## src/design/dbs_pkg.sv

```systemverilog
/*
  Shared constants and types for the debug breakpoint sequencer.
  Assumes a single 100 MHz system clock and a synchronous active-low reset.
*/
package dbs_pkg;

  // ---------------------------------------------------------------
  // Sizes
  // ---------------------------------------------------------------
  localparam int          NUM_CHAN     = 3;
  localparam int          SCR_WIDTH    = 4;
  localparam int          TRACE_DEPTH  = 64;
  localparam int          CNT_WIDTH    = 7;

  // ---------------------------------------------------------------
  // Counter reset and full values
  // ---------------------------------------------------------------
  localparam logic [CNT_WIDTH-1:0] CNT_RESET   = 7'h00;
  localparam logic [CNT_WIDTH-1:0] CNT_FULL    = 7'h40;

  // ---------------------------------------------------------------
  // Sequencer state codes
  // ---------------------------------------------------------------
  localparam logic [1:0]  SEQ_STATE1   = 2'h1;
  localparam logic [1:0]  SEQ_STATE2   = 2'h2;
  localparam logic [1:0]  SEQ_STATE3   = 2'h3;
  localparam logic [1:0]  SEQ_FINAL    = 2'h0;

  // ---------------------------------------------------------------
  // Top controller states (one-hot)
  // ---------------------------------------------------------------
  typedef enum logic [4:0] {
    ST_IDLE  = 5'h01,
    ST_ARMED = 5'h02,
    ST_TRACE = 5'h04,
    ST_PEND  = 5'h08,
    ST_DONE  = 5'h10
  } dbs_state_t;

  // ---------------------------------------------------------------
  // Breakpoint destinations
  // ---------------------------------------------------------------
  typedef enum logic [1:0] {
    MAP_NONE    = 2'h0,
    MAP_SOFTINT = 2'h1,
    MAP_MONITOR = 2'h2
  } dbs_map_t;

endpackage

```

## src/design/dbs_next_state.sv

```systemverilog
/*
  Next-state decoder for the comparator-driven sequencer.
  Assumes hits are already gated and qualified by the caller.
*/
`timescale 1ns/100ps
`default_nettype none

module dbs_next_state (
  input  wire logic [1:0]                          cur_state_in,
  input  wire logic [dbs_pkg::SCR_WIDTH-1:0]       scr1_in,
  input  wire logic [dbs_pkg::SCR_WIDTH-1:0]       scr2_in,
  input  wire logic [dbs_pkg::SCR_WIDTH-1:0]       scr3_in,
  input  wire logic [dbs_pkg::NUM_CHAN-1:0]        hit_in,
  output logic      [1:0]                          next_state_out,
  output logic                                     to_final_out
);

  // ---------------------------------------------------------------
  // Per-channel target decode
  // ---------------------------------------------------------------
  // Each control word picks a target per channel: low 3 bits keep the
  // legacy target map, bit 3 adds extended forks.
  function automatic logic [1:0] target(input logic [3:0] sequencer_state_control, input int ch);
    logic [1:0] t;
    t = sequencer_state_control[2:0] == 3'h0 ? dbs_pkg::SEQ_FINAL : 2'((sequencer_state_control[2:0] + 3'(ch)) % 3'h4);
    if (sequencer_state_control[3] && ch == 2) begin
      t = dbs_pkg::SEQ_FINAL; // Extended encoding: channel 2 forks to Final
    end
    return t;
  endfunction

  logic [3:0]  cur_scr;
  logic [1:0]  t0;
  logic [1:0]  t1;
  logic [1:0]  t2;
  logic        f0;
  logic        f1;
  logic        f2;

  // Pick the control word of the current state
  assign cur_scr = (cur_state_in == dbs_pkg::SEQ_STATE1) ? scr1_in :
                   (cur_state_in == dbs_pkg::SEQ_STATE2) ? scr2_in : scr3_in;
  assign t0 = target(cur_scr, 0);
  assign t1 = target(cur_scr, 1);
  assign t2 = target(cur_scr, 2);
  assign f0 = hit_in[0] && t0 == dbs_pkg::SEQ_FINAL;
  assign f1 = hit_in[1] && t1 == dbs_pkg::SEQ_FINAL;
  assign f2 = hit_in[2] && t2 == dbs_pkg::SEQ_FINAL;

  // Final-bound hits win, else the lowest channel wins
  assign to_final_out   = f0 | f1 | f2;
  assign next_state_out = to_final_out ? dbs_pkg::SEQ_FINAL :
                          hit_in[0] ? t0 :
                          hit_in[1] ? t1 :
                          hit_in[2] ? t2 : cur_state_in;

endmodule

`default_nettype wire

```

## src/design/dbs_top.sv

```systemverilog
/*
  Breakpoint generation and priority for the on-chip debug unit.
  Assumes the CPU acknowledges a held breakpoint request and that
  monitor status and trace-side signals come from same-clock logic.
*/
`timescale 1ns/100ps
`default_nettype none

module dbs_top (
  input  wire logic                              REF_CLK_IN,
  input  wire logic                              RST_N_IN,
  // Control bits from debug_control_one and friends
  input  wire logic                              SESSION_LIVE_SET_IN,
  input  wire logic                              SOFTWARE_FIRE_IN,
  input  wire logic                              MONITOR_SELECT_IN,
  input  wire logic                              CAPTURE_SELECT_IN,
  input  wire logic                              CAPTURE_PLACEMENT_IN,
  input  wire logic                              IMMEDIATE_HALT_SEL_IN,
  input  wire logic                              HALT_REQUEST_ENABLES_IN,
  input  wire logic [dbs_pkg::SCR_WIDTH-1:0]     SCR1_IN,
  input  wire logic [dbs_pkg::SCR_WIDTH-1:0]     SCR2_IN,
  input  wire logic [dbs_pkg::SCR_WIDTH-1:0]     SCR3_IN,
  input  wire logic [dbs_pkg::NUM_CHAN-1:0]      OPCODE_MARK_IN,
  input  wire logic                              RANGE_MODE_IN,
  input  wire logic                              DATA_MATCH_EN_IN,
  // Comparator and instruction queue events
  input  wire logic                              CHANNEL_ZERO_HIT_IN,
  input  wire logic                              CHANNEL_ONE_HIT_IN,
  input  wire logic                              CHANNEL_TWO_HIT_IN,
  input  wire logic                              RANGE_HIT_IN,
  input  wire logic                              DATA_HIT_IN,
  input  wire logic [dbs_pkg::NUM_CHAN-1:0]      MARK_AT_EXEC_IN,
  input  wire logic                              TRACE_STEP_IN,
  // Monitor and CPU status
  input  wire logic                              MONITOR_ENABLED_IN,
  input  wire logic                              MONITOR_ACTIVE_IN,
  input  wire logic                              SINGLE_STEP_CMD_IN,
  input  wire logic                              HALT_OPCODE_EXEC_IN,
  input  wire logic                              SOFT_INT_EXEC_IN,
  input  wire logic                              CPU_ACK_IN,
  // Outputs
  output logic                                   SOFT_INT_REQ_OUT,
  output logic                                   MONITOR_REQ_OUT,
  output logic                                   SKIP_HALT_OPCODE_OUT,
  output logic                                   TRACE_RUN_OUT,
  output logic                                   SESSION_LIVE_OUT,
  output logic [1:0]                             SEQ_STATE_OUT,
  output logic [dbs_pkg::CNT_WIDTH-1:0]          TRACE_COUNT_OUT
);

  // ---------------------------------------------------------------
  // State
  // ---------------------------------------------------------------
  dbs_pkg::dbs_state_t                st_r;
  dbs_pkg::dbs_state_t                st_nxt;
  logic [1:0]                         seq_r;
  logic [1:0]                         seq_nxt;
  logic [dbs_pkg::CNT_WIDTH-1:0]      cnt_r;
  logic [dbs_pkg::CNT_WIDTH-1:0]      cnt_nxt;
  logic                               fired_r;
  logic                               sw_req_r;
  logic                               mon_req_r;
  logic                               skip_r;
  logic                               replay_r;
  logic                               mon_act_d_r;
  logic                               pend_map_r;

  // ---------------------------------------------------------------
  // Hit qualification
  // ---------------------------------------------------------------
  logic [dbs_pkg::NUM_CHAN-1:0]       raw_hit;
  logic [dbs_pkg::NUM_CHAN-1:0]       direct_hit;
  logic [dbs_pkg::NUM_CHAN-1:0]       mark_hit;
  logic [dbs_pkg::NUM_CHAN-1:0]       seq_hit;
  logic                               hits_allowed;
  logic                               marks_allowed;
  logic [1:0]                         dec_state;
  logic                               dec_final;

  // Range and data qualify channel zero; range mode also blocks channel one
  assign raw_hit[0] = CHANNEL_ZERO_HIT_IN
                    && (!RANGE_MODE_IN || RANGE_HIT_IN)
                    && (!DATA_MATCH_EN_IN || DATA_HIT_IN || OPCODE_MARK_IN[0]);
  assign raw_hit[1] = CHANNEL_ONE_HIT_IN && !RANGE_MODE_IN;
  assign raw_hit[2] = CHANNEL_TWO_HIT_IN;

  // Active monitor kills hits; single step kills marking
  assign hits_allowed  = !MONITOR_ACTIVE_IN;
  assign marks_allowed = !MONITOR_ACTIVE_IN && !SINGLE_STEP_CMD_IN;

  // Mark bit picks direct transition or execution-stage hit
  assign direct_hit = raw_hit & ~OPCODE_MARK_IN & {dbs_pkg::NUM_CHAN{hits_allowed}};
  assign mark_hit   = MARK_AT_EXEC_IN & OPCODE_MARK_IN & {dbs_pkg::NUM_CHAN{marks_allowed}};
  assign seq_hit    = (st_r == dbs_pkg::ST_ARMED) ? (direct_hit | mark_hit) : '0;

  // Extended four-bit control words drive the decoder
  dbs_next_state u_next (
    .cur_state_in   (seq_r),
    .scr1_in        (SCR1_IN),
    .scr2_in        (SCR2_IN),
    .scr3_in        (SCR3_IN),
    .hit_in         (seq_hit),
    .next_state_out (dec_state),
    .to_final_out   (dec_final)
  );

  // ---------------------------------------------------------------
  // Trigger and controller decode
  // ---------------------------------------------------------------
  logic                               live_now;
  logic                               sw_software_fire;
  logic                               software_fire;
  logic                               buf_full;
  logic                               brk_fire;

  // Arm and fire can land in one write
  assign live_now = SESSION_LIVE_SET_IN || st_r != dbs_pkg::ST_IDLE;
  // Fire counts only while idle or armed, before the trigger
  assign sw_software_fire  = SOFTWARE_FIRE_IN && live_now
                 && (st_r == dbs_pkg::ST_ARMED || st_r == dbs_pkg::ST_IDLE);
  // Entry into Final from the sequencer or software
  assign software_fire     = sw_software_fire || dec_final;
  assign buf_full = cnt_r == dbs_pkg::CNT_FULL;

  // Next controller state and breakpoint moment
  always_comb begin
    st_nxt   = st_r;
    brk_fire = 1'b0;
    case (st_r)
      dbs_pkg::ST_IDLE: begin
        if (SESSION_LIVE_SET_IN) begin
          st_nxt = dbs_pkg::ST_ARMED;
        end
        if (sw_software_fire) begin
          st_nxt = dbs_pkg::ST_PEND;
        end
      end
      dbs_pkg::ST_ARMED: begin
        if (software_fire) begin
          st_nxt = dbs_pkg::ST_PEND;
        end
      end
      dbs_pkg::ST_PEND: begin
        // Breakpoint timing at Final entry
        if (!CAPTURE_SELECT_IN || IMMEDIATE_HALT_SEL_IN || !CAPTURE_PLACEMENT_IN) begin
          brk_fire = HALT_REQUEST_ENABLES_IN;
          st_nxt   = dbs_pkg::ST_DONE;
        end else begin
          st_nxt = dbs_pkg::ST_TRACE;
        end
      end
      dbs_pkg::ST_TRACE: begin
        // Begin alignment waits for the full buffer
        if (buf_full) begin
          brk_fire = HALT_REQUEST_ENABLES_IN;
          st_nxt   = dbs_pkg::ST_DONE;
        end
      end
      dbs_pkg::ST_DONE: begin
        st_nxt = dbs_pkg::ST_IDLE;
      end
      default: begin
        st_nxt = dbs_pkg::ST_IDLE;
      end
    endcase
  end

  // Sequencer tracks decoder; fire forces Final
  assign seq_nxt = (st_r == dbs_pkg::ST_IDLE && !SESSION_LIVE_SET_IN) ? dbs_pkg::SEQ_STATE1 :
                   sw_software_fire ? dbs_pkg::SEQ_FINAL :
                   (st_r == dbs_pkg::ST_ARMED) ? dec_state : seq_r;

  // Count trace lines: end alignment fills until trigger, begin after it
  assign cnt_nxt = (st_r == dbs_pkg::ST_IDLE && SESSION_LIVE_SET_IN) ? dbs_pkg::CNT_RESET :
                   (CAPTURE_SELECT_IN && TRACE_STEP_IN && !buf_full &&
                    ((st_r == dbs_pkg::ST_ARMED && !CAPTURE_PLACEMENT_IN) ||
                      st_r == dbs_pkg::ST_TRACE))
                   ? cnt_r + 7'h01 : cnt_r;

  // ---------------------------------------------------------------
  // Breakpoint mapping
  // ---------------------------------------------------------------
  dbs_pkg::dbs_map_t                  map_sel;
  logic                               want;
  logic                               to_mon;
  logic                               to_soft;
  logic                               mon_return;

  // Mapping table from enables, select and monitor status
  assign map_sel = (!HALT_REQUEST_ENABLES_IN || MONITOR_ACTIVE_IN) ? dbs_pkg::MAP_NONE :
                   (MONITOR_SELECT_IN && MONITOR_ENABLED_IN) ? dbs_pkg::MAP_MONITOR :
                   dbs_pkg::MAP_SOFTINT;
  assign mon_return = mon_act_d_r && !MONITOR_ACTIVE_IN;
  // Unserviced break is replayed on monitor return
  assign want    = brk_fire || (replay_r && mon_return);
  // Halt opcode with monitor enabled suppresses a forced soft break
  assign to_mon  = want && map_sel == dbs_pkg::MAP_MONITOR;
  assign to_soft = want && map_sel == dbs_pkg::MAP_SOFTINT
                && !(HALT_OPCODE_EXEC_IN && MONITOR_ENABLED_IN);

  // ---------------------------------------------------------------
  // Registers
  // ---------------------------------------------------------------
  // Controller, sequencer and counter
  always_ff @(posedge REF_CLK_IN) begin
    if (!RST_N_IN) begin
      st_r        <= dbs_pkg::ST_IDLE;
      seq_r       <= dbs_pkg::SEQ_STATE1;
      cnt_r       <= dbs_pkg::CNT_RESET;
      fired_r     <= 1'b0;
      mon_act_d_r <= 1'b0;
    end else begin
      st_r        <= st_nxt;
      seq_r       <= seq_nxt;
      cnt_r       <= cnt_nxt;
      fired_r     <= sw_software_fire ? 1'b1 : (st_nxt == dbs_pkg::ST_IDLE ? 1'b0 : fired_r);
      mon_act_d_r <= MONITOR_ACTIVE_IN;
    end
  end

  // Requests hold until acknowledged; a new set beats the ack
  // Monitor request wins over a coincident user soft interrupt
  always_ff @(posedge REF_CLK_IN) begin
    if (!RST_N_IN) begin
      sw_req_r   <= 1'b0;
      mon_req_r  <= 1'b0;
      skip_r     <= 1'b0;
      replay_r   <= 1'b0;
      pend_map_r <= 1'b0;
    end else begin
      mon_req_r  <= to_mon || (HALT_OPCODE_EXEC_IN && want && MONITOR_ENABLED_IN)
                    || (mon_req_r && !CPU_ACK_IN);
      sw_req_r   <= (to_soft && !to_mon) || (sw_req_r && !CPU_ACK_IN && !to_mon);
      // Resume after the halt opcode on coincidence
      skip_r     <= (want && HALT_OPCODE_EXEC_IN) || (skip_r && !CPU_ACK_IN);
      // Remember a break that lands while the monitor is busy
      replay_r   <= (HALT_REQUEST_ENABLES_IN && brk_fire && MONITOR_ACTIVE_IN)
                    || (replay_r && !mon_return);
      pend_map_r <= SOFT_INT_EXEC_IN && to_mon;
    end
  end

  assign SOFT_INT_REQ_OUT     = sw_req_r;
  assign MONITOR_REQ_OUT      = mon_req_r;
  assign SKIP_HALT_OPCODE_OUT = skip_r;
  assign TRACE_RUN_OUT        = st_r == dbs_pkg::ST_TRACE
                             || (st_r == dbs_pkg::ST_ARMED && !CAPTURE_PLACEMENT_IN
                                 && CAPTURE_SELECT_IN);
  assign SESSION_LIVE_OUT     = st_r != dbs_pkg::ST_IDLE;
  assign SEQ_STATE_OUT        = seq_r;
  assign TRACE_COUNT_OUT      = cnt_r;

  // ---------------------------------------------------------------
  // Checks
  // ---------------------------------------------------------------
  chk_req_holds: assert property (@(posedge REF_CLK_IN) disable iff (!RST_N_IN)
    MONITOR_REQ_OUT && !CPU_ACK_IN |=> MONITOR_REQ_OUT)
    else $error("monitor request dropped before ack");

  chk_no_both_req: assert property (@(posedge REF_CLK_IN) disable iff (!RST_N_IN)
    $rose(MONITOR_REQ_OUT) |-> !$rose(SOFT_INT_REQ_OUT))
    else $error("soft interrupt raised with monitor entry");

  chk_monitor_blocks: assert property (@(posedge REF_CLK_IN) disable iff (!RST_N_IN)
    MONITOR_ACTIVE_IN && st_r == dbs_pkg::ST_ARMED && !SOFTWARE_FIRE_IN |=> seq_r == $past(seq_r))
    else $error("sequencer moved while monitor active");

  chk_immediate_brk: assert property (@(posedge REF_CLK_IN) disable iff (!RST_N_IN)
    st_r == dbs_pkg::ST_PEND && IMMEDIATE_HALT_SEL_IN |=> st_r == dbs_pkg::ST_DONE)
    else $error("immediate halt did not end the session");

  chk_begin_waits: assert property (@(posedge REF_CLK_IN) disable iff (!RST_N_IN)
    st_r == dbs_pkg::ST_TRACE && !buf_full |-> !brk_fire)
    else $error("break before begin-aligned trace completed");

  chk_fire_final: assert property (@(posedge REF_CLK_IN) disable iff (!RST_N_IN)
    sw_software_fire |=> seq_r == dbs_pkg::SEQ_FINAL && st_r == dbs_pkg::ST_PEND)
    else $error("software fire did not force Final");

  chk_fire_ignored: assert property (@(posedge REF_CLK_IN) disable iff (!RST_N_IN)
    st_r == dbs_pkg::ST_TRACE |=> st_r != dbs_pkg::ST_PEND)
    else $error("late fire restarted the session");

  chk_no_enable: assert property (@(posedge REF_CLK_IN) disable iff (!RST_N_IN)
    !HALT_REQUEST_ENABLES_IN && !sw_req_r && !CPU_ACK_IN |=> !$rose(SOFT_INT_REQ_OUT))
    else $error("break raised with halt enables clear");

  // A fired session keeps the sequencer frozen; late matches change nothing
  chk_fired_frozen: assert property (@(posedge REF_CLK_IN) disable iff (!RST_N_IN)
    fired_r && (st_r == dbs_pkg::ST_TRACE || st_r == dbs_pkg::ST_PEND) |=> $stable(seq_r))
    else $error("sequencer moved after a fired trace started");

  chk_replay_soft: assert property (@(posedge REF_CLK_IN) disable iff (!RST_N_IN)
    replay_r && mon_return && map_sel == dbs_pkg::MAP_SOFTINT
    && !(HALT_OPCODE_EXEC_IN && MONITOR_ENABLED_IN) |=> SOFT_INT_REQ_OUT)
    else $error("unserviced break not replayed on monitor return");

  chk_mon_over_soft: assert property (@(posedge REF_CLK_IN) disable iff (!RST_N_IN)
    pend_map_r |-> MONITOR_REQ_OUT && !SOFT_INT_REQ_OUT)
    else $error("user soft interrupt not deferred behind monitor entry");

  chk_halt_skip: assert property (@(posedge REF_CLK_IN) disable iff (!RST_N_IN)
    want && HALT_OPCODE_EXEC_IN |=> SKIP_HALT_OPCODE_OUT)
    else $error("resume point not moved past halt opcode");

  chk_halt_to_mon: assert property (@(posedge REF_CLK_IN) disable iff (!RST_N_IN)
    want && HALT_OPCODE_EXEC_IN && MONITOR_ENABLED_IN && !SOFT_INT_REQ_OUT
    |=> MONITOR_REQ_OUT && !SOFT_INT_REQ_OUT)
    else $error("halt opcode coincidence did not enter monitor");

  chk_no_trace_brk: assert property (@(posedge REF_CLK_IN) disable iff (!RST_N_IN)
    st_r == dbs_pkg::ST_PEND && !CAPTURE_SELECT_IN |=> st_r == dbs_pkg::ST_DONE)
    else $error("break deferred with no trace session selected");

  chk_full_breaks: assert property (@(posedge REF_CLK_IN) disable iff (!RST_N_IN)
    st_r == dbs_pkg::ST_TRACE && buf_full |=> st_r == dbs_pkg::ST_DONE)
    else $error("full trace buffer did not end the session");

endmodule

`default_nettype wire

```

## config.mk

```make
export PLATFORM = sky130hd
export DESIGN_NAME = dbs_top
export DESIGN_NICKNAME = d
export VERILOG_FILES = /design/src/design/dbs_pkg.sv /design/src/design/dbs_next_state.sv /design/src/design/dbs_top.sv
export SDC_FILE = /design/constraint.sdc
export NUM_CORES = 1
export LEC_CHECK = 0
export ABC_AREA = 1
export BUFFER_PORTS_ARGS = -buffer_cell sky130_fd_sc_hd__buf_2
export CAP_MARGIN = 0
export CORE_MARGIN = 2
export CORE_UTILIZATION = 53
export DETAILED_ROUTE_END_ITERATION = 10
export HOLD_SLACK_MARGIN = 0.03
export PLACE_DENSITY = 0.89
export SYNTH_ARGS = -nofsm -noshare
export SYNTH_HDL_FRONTEND = slang
export SYNTH_HIERARCHICAL = 1
export SYNTH_SLANG_ARGS = --single-unit
```

## constraint.sdc

```tcl
create_clock -name REF_CLK_IN -period 5.2 [get_ports REF_CLK_IN]
set_input_delay 0.26 -clock REF_CLK_IN [delete_from_list [all_inputs] [get_ports REF_CLK_IN]]
set_output_delay 0.26 -clock REF_CLK_IN [all_outputs]
set_load 0.02 [all_outputs]
```

==> results of run 1 <==
registers in the layout, indices dropped and copies added, names as in the netlist:
register,cells
st_r,5
MONITOR_REQ_OUT,1
SEQ_STATE_OUT,2
TRACE_COUNT_OUT,7
SKIP_HALT_OPCODE_OUT,1
replay_r,1
mon_act_d_r,1
SOFT_INT_REQ_OUT,1
layout make-up:
class	instances	area (um^2)
Multi-Input combinational cell	175	962
Fill cell	251	896
Sequential cell	19	380
Timing Repair Buffer	53	265
Inverter	37	141
Tap cell	31	38.8
Clock buffer	4	26.3
path summary, 6_finish.rpt:
path                                          start                   end  slack, ns  cells past startpoint
worst max-delay path               SEQ_STATE_OUT[1]               st_r[1]       2.90                     16
worst min-delay path            HALT_OPCODE_EXEC_IN  SKIP_HALT_OPCODE_OUT       0.22                      3
worst max register to register     SEQ_STATE_OUT[1]               st_r[1]       2.90                     16
worst min register to register      MONITOR_REQ_OUT       MONITOR_REQ_OUT       0.47                      2
synth_stat cells (4+ instances only):
library cell | instances | area share
a21oi_1 | 18 | 0.061
inv_2 | 5 | 0.013
nor2_1 | 17 | 0.043
nand2_2 | 11 | 0.046
nand3_2 | 5 | 0.034
inv_1 | 31 | 0.078
nor3_1 | 5 | 0.017
dfxtp_1 | 19 | 0.26
ha_1 | 4 | 0.034
xor2_1 | 4 | 0.024
nor2_2 | 4 | 0.017
nand3_1 | 19 | 0.064
nand2_1 | 60 | 0.15
o21ai_0 | 4 | 0.013
power breakdown:
part	internal, mW	switching (mW)	total (mW)
clock network	0.0299	0.0449	0.0748
logic	0.0746	0.121	0.196
registers	0.157	0.0136	0.170
total	0.261	0.180	0.441
cell usage in the layout, fill, tap and decap left out, types with 2 or more instances in the layout:
cell type	instances
nand2_1	60
buf_2	53
inv_1	31
dfxtp_1	19
nand3_1	19
a21oi_1	18
nor2_1	17
nand2_2	11
inv_2	5
nand3_2	5
nor3_1	5
o21ai_0	4
nor2_2	4
xor2_1	4
ha_1	4
nand2_4	3
nand4_1	3
clkbuf_4	3
or2_4	2
o21ai_1	2
or2_1	2
critical path, stage by stage (launching register included):
cell	delay (ns)
dfxtp_1	0.48
inv_2	0.11
nor2_1	0.14
nand2_1	0.07
nand3_1	0.08
nand2_2	0.09
ha_1	0.21
nand2_1	0.06
inv_1	0.04
nand2_2	0.09
nand2_2	0.07
nand3b_2	0.09
nand3_2	0.10
nor3_1	0.29
nor2_2	0.10
a21oi_1	0.13
nor2_1	0.05
metrics by stage:
step	total power, mW	utilization
2_1_floorplan	0.316	-
4_1_cts	0.442	0.669
3_5_place_dp	0.368	0.660
6_report	0.441	0.669
5_1_grt	0.472	0.669
3_3_place_gp	0.363	0.660
kinds of logic after synthesis:
family / Yosys count / synth area share
and+or+nand+nor: 137 / 0.476
xor gates and xnor gates: 4 / 0.0236
buffers and inverters: 37 / 0.0953
adders and majority gates: 4 / 0.0337
DFF: 19 / 0.256
AOI/OAI and AO/OA: 30 / 0.115
layer usage:
layer | wire (um) | GRT usage | vias to the layer above
li1 | - | - | 856
met1 | 1480 | 0.263 | 711
met2 | 1520 | 0.356 | 39
met3 | 167 | 0.0230 | 6
met4 | 49 | 0.0764 | 0
met5 | 0 | 0 | -
==> flow_summary.toml, run 1 <==
[run_status]
status = "finished clean"

[routing]
drtAntennaViolNets = 0
drt-total-wl_um = 3220
drt-initial-drc-count = 53
dr.pass1.iters = 4
routedWlPerCell_um = 10.1
vias = 1612
vias_per_cell = 5.05
drc = 0

[timing]
fmax_ghz = 0.435
slew_headroom = 0.655
period_needed_ns = 2.30
finalHoldViolations = 0
skew_ns = 0.00700
finalSetupViolations = 0
tns_ns = 0
fin_ws_ns = 2.90
slew_viol_final = 0
worstMarginPinSlew_ns = 0.513
grt_setup_unrepaired = "no"
period_share = 0.442
worst_hold_slack_ns = 0.220

[cts]
cts_tree = "done"
cts_root_buffer = "clkbuf_4"
cts_setup_buffers = 0
h-tree-depth = 1
hold_buffers = 0
insertion_delay_ns = 0.30
cts_buffers = 3
clkSlewWorstSetupHoldPaths_ns = 0.11
cts_resized = 0
clkSinkCount = 19
ctsLongestPathBuffers = 2

[flow_run]
cap_violations = 0

[final_layout]
n_antenna_cell = 0
syn2layout_area_growth_pct = 22.3
fin_nets = 334
finalNonFillerCells = 319
layout-drive-gt1-share = 0.319
fin_area_um2 = 1810

[logic_synthesis]
ys_seq_area_frac = 0.256
syn_area_um2 = 1480
syn_avg_cell_area_um2 = 6.42
ys_types = 32
synth-edff-count = 0
synthCells = 231
async_flop_share = 0
synth_nets = 276
ys_seq_elements = 19
yosysWarnings = 6
synth_flop_cell = "dfxtp_1"

[critical_path]
worst_ep_required_time_ns = 5.39
arrival_ns = 2.49
cp-end-kind = "register"
worstPathMaxFanout = 7
worstSetupStartpointType = "register"
worstSetupPathType = "reg2reg"

[global_route]
grt_remaining_overflow = 0
grt_pass1_wl_um = 5470
grt.total_usage = 0.206
first_global_vias = 1354
antenna_found_initial = 0
grt_max_degree = 11

[die]
fp.coreArea_um2 = 2710
pin_count = 55
die_w_um = 56.9
die_y_um = 56.9
initial_core_util = 0.548
rows = 19
dieArea_um2 = 3240

[worst_hold_path]
worst_hold_path_type = "in2reg"

[placement]
dp_hpwl_um = 2630
gp_congestion = 0.864
post-place-cells = 315
port-buffer-count = 53
dpl-instance-area_um2 = 1790
dp_slack_ns = 2.93

[power_and_ir_drop]
power.density_nw_per_um2 = 243
ir_drop_uv = 206
power.leakage_nw = 0.952
Note: power is estimated with default switching activity, not from simulation.
==> inputs of run 2 (changes only) <==
--- a/config.mk
+++ b/config.mk
@@ -5,14 +5,14 @@
 export SDC_FILE = /design/constraint.sdc
 export NUM_CORES = 1
 export LEC_CHECK = 0
-export ABC_AREA = 1
+export ABC_AREA = 0
 export BUFFER_PORTS_ARGS = -buffer_cell sky130_fd_sc_hd__buf_2
 export CAP_MARGIN = 0
 export CORE_MARGIN = 2
-export CORE_UTILIZATION = 53
+export CORE_UTILIZATION = 44
 export DETAILED_ROUTE_END_ITERATION = 10
 export HOLD_SLACK_MARGIN = 0.03
-export PLACE_DENSITY = 0.89
+export PLACE_DENSITY = 0.8
 export SYNTH_ARGS = -nofsm -noshare
 export SYNTH_HDL_FRONTEND = slang
 export SYNTH_HIERARCHICAL = 1
==> constraint.sdc (replaced) <==
create_clock -name REF_CLK_IN -period 2 [get_ports REF_CLK_IN]
set_input_delay 0.1 -clock REF_CLK_IN [delete_from_list [all_inputs] [get_ports REF_CLK_IN]]
set_output_delay 0.1 -clock REF_CLK_IN [all_outputs]
set_load 0.02 [all_outputs]
==> run 2 against run 1 <==
The run now ends with setup timing left. Synthesized area decreased by 1.0%. Sequential power increased by 140%. Cell count decreased by 6.6%. Power increased by 100%. First-iteration DRC count increased by 23%. Critical endpoint is now st_r[4]. Core utilization increased by 0.15 points. Largest cell class unchanged. Die area increased by 18%. Largest power group is now sequential cells. Wire length increased by 25%. Critical path type unchanged. Highest routed layer unchanged. Global-route usage increased by 0.98 points.
==> flow_summary.toml, run 2 <==
[run_status]
status = "complete, but fails checks"
violations = "setup timing"

[logic_synthesis]
ys_top_cells_by_count = "dfxtp_1 (19), nand2_1 (14), a21oi_1 (9), nor2b_1 (9)"
synth-edff-count = 0
ys_seq_area_frac = 0.259
syn_avg_cell_area_um2 = 8.30
synth_top_area_frac = 0.259
synthTopCellsByArea = "dfxtp_1 (26%), mux2i_1 (4.8%), nor2b_1 (3.8%)"
async_flop_share = 0
synth.most_common_cell = "dfxtp_1"
synth_nets = 222
synth_top_area_cell = "dfxtp_1"
ys_types = 55
ys_seq_elements = 19
yosysWarnings = 6
syn_area_um2 = 1470
synthCells = 177
synth_flop_cell = "dfxtp_1"

[global_route]
antenna_found_initial = 0
grt_max_degree = 12
first_global_vias = 1511
grt.total_usage = 0.216
grt_remaining_overflow = 0
grt_pass1_wl_um = 6270

[cts]
clkSlewWorstSetupHoldPaths_ns = 0.11
cts_tree = "done"
h-tree-depth = 1
cts_buffers = 3
clkSinkCount = 19
ctsLongestPathBuffers = 2
cts_root_buffer = "clkbuf_4"
insertion_delay_ns = 0.30
hold_buffers = 0

[routing]
dr.pass1.iters = 4
vias = 1647
routedWlPerCell_um = 13.5
vias_per_cell = 5.53
drt-total-wl_um = 4030
drc = 0
drt-initial-drc-count = 65
drtAntennaViolNets = 0

[die]
die_y_um = 61.8
dieArea_um2 = 3820
pin_count = 55
rows = 20
fp.coreArea_um2 = 3100
initial_core_util = 0.473
die_w_um = 61.8

[critical_path]
worstPathMaxFanout = 6
worst_ep_required_time_ns = 2.17
critPathBufInv = 0
critical_path.slowest_cell = "dfxtp_4"
worstSetupStartpointType = "register"
cp_common_cell = "nand2b_4"
arrival_ns = 2.40
crit_family = "simple AND/OR/NAND/NOR gates"
critical_path.max_stage_delay_ns = 0.39
path_cells = "mux2i_2 > mux2_4 > ha_4 > nand2b_4 > o22ai_4 > nand2b_4 > a32o_2 > or2_4 > nor3_4 > nor3_1"
cp-end-kind = "register"
worstSetupPathType = "reg2reg"

[timing]
period_share = 1.12
slew_headroom = 0.665
fmax_ghz = 0.448
period_needed_ns = 2.23
finalHoldViolations = 0
grt_setup_unrepaired = "yes"
worstMarginPinSlew_ns = 0.490
fin_ws_ns = -0.234
skew_ns = 0.0129
finalSetupViolations = 5
tns_ns = -0.880
slew_viol_final = 0
worst_hold_slack_ns = 0.101

[power_and_ir_drop]
power.leakage_nw = 0.924
power_switching_mw = 0.277
p_clk_frac = 0.216
p_int_mw = 0.612
sw_frac_of_total = 0.312
power_frac_seq = 0.450
power.density_nw_per_um2 = 427
ir_drop_uv = 398
p_comb_frac = 0.333

[placement]
port-buffer-count = 53
dp_slack_ns = -0.232
dpl-instance-area_um2 = 1970
dp_hpwl_um = 3180
gp_congestion = 0.855

[final_layout]
syn2layout_area_growth_pct = 41.7
largest_reg_flops = 7
layout-drive-gt1-share = 0.437
layout_common_cells = "buf_2 (53), buf_4 (23), dfxtp_1 (17)"
n_antenna_cell = 0
fin_area_um2 = 2080
fin_nets = 300
final_util = 0.671
fillerInstances = 281
layout_commonest_cell = "buf_2"

[flow_run]
cap_violations = 0

[worst_hold_path]
worst_hold_path_type = "in2reg"
run 2: cell count changes after synthesis, sizes merged, moves of 5 or more:
| cell | before | now |
|---|---|---|
| inv | 37 | 8 |
| a31oi | 0 | 5 |
| mux2i | 0 | 7 |
| nand3 | 24 | 8 |
| nor2 | 22 | 7 |
| nand2 | 74 | 14 |
| nor2b | 0 | 9 |
| a21oi | 19 | 9 |
run 2: repair_timing:
| action | CTS | global route |
|---|---|---|
| buffers inserted | 0 | 1 |
| pin swaps | 7 | 6 |
| resized for setup | 10 | 7 |
| gates cloned | 0 | 0 |
| setup endpoints to repair | 5 | 6 |
run 2: layout make-up:
type,count,area [um^2],area share
flip-flops and latches,19,385,0.185
repair buffers,77,449,0.216
clock inverters,1,5.00,0.00240
well taps,44,55.1,0.0264
inverters,8,30.0,0.0144
clock buffers,3,22.5,0.0108
multi-input cells,146,1130,0.545
run 2: cell families after synthesis:
| family | count (synthesis) | share of synthesized area |
|---|---|---|
| fa+ha+maj | 4 | 0.0341 |
| compound gates | 49 | 0.250 |
| flops | 19 | 0.259 |
| mux | 11 | 0.0809 |
| buf+inv | 12 | 0.0417 |
| simple gates | 81 | 0.329 |
| xor+xnor | 1 | 0.00596 |
run 2: path summary, 6_finish.rpt:
kind	from	to	slack (ns)	cells after the start
min reg2reg	SOFT_INT_REQ_OUT	SOFT_INT_REQ_OUT	0.50	2
max reg2reg	SEQ_STATE_OUT[0]	st_r[4]	-0.23	10
min	RST_N_IN	MONITOR_REQ_OUT	0.10	2
max	SEQ_STATE_OUT[0]	st_r[4]	-0.23	10
run 2: through the flow:
stage | instances | power, mW
after floorplan | 177 | 0.567
after global placement | 293 | 0.674
after detailed placement | 293 | 0.682
after CTS | 297 | 0.883
after global routing | 298 | 0.940
final | 298 | 0.888
run 2: metal layers:
| layer | vias to the layer above | part of all wire | GRT usage |
|---|---|---|---|
| li1 | 837 | - | - |
| met1 | 761 | 0.44 | 0.257 |
| met2 | 45 | 0.51 | 0.400 |
| met3 | 4 | 0.044 | 0.0476 |
| met4 | 0 | 0.0062 | 0.0395 |
| met5 | - | 0 | 0 |
run 2: power by group through the flow:
stage               registers [mW]  clock network, mW  logic, mW
floorplan                    0.411                  0      0.155
global placement             0.406                  0      0.268
detailed placement           0.407                  0      0.275
CTS                          0.399              0.199      0.285
global route                 0.401              0.216      0.322
finish                       0.400              0.192      0.296
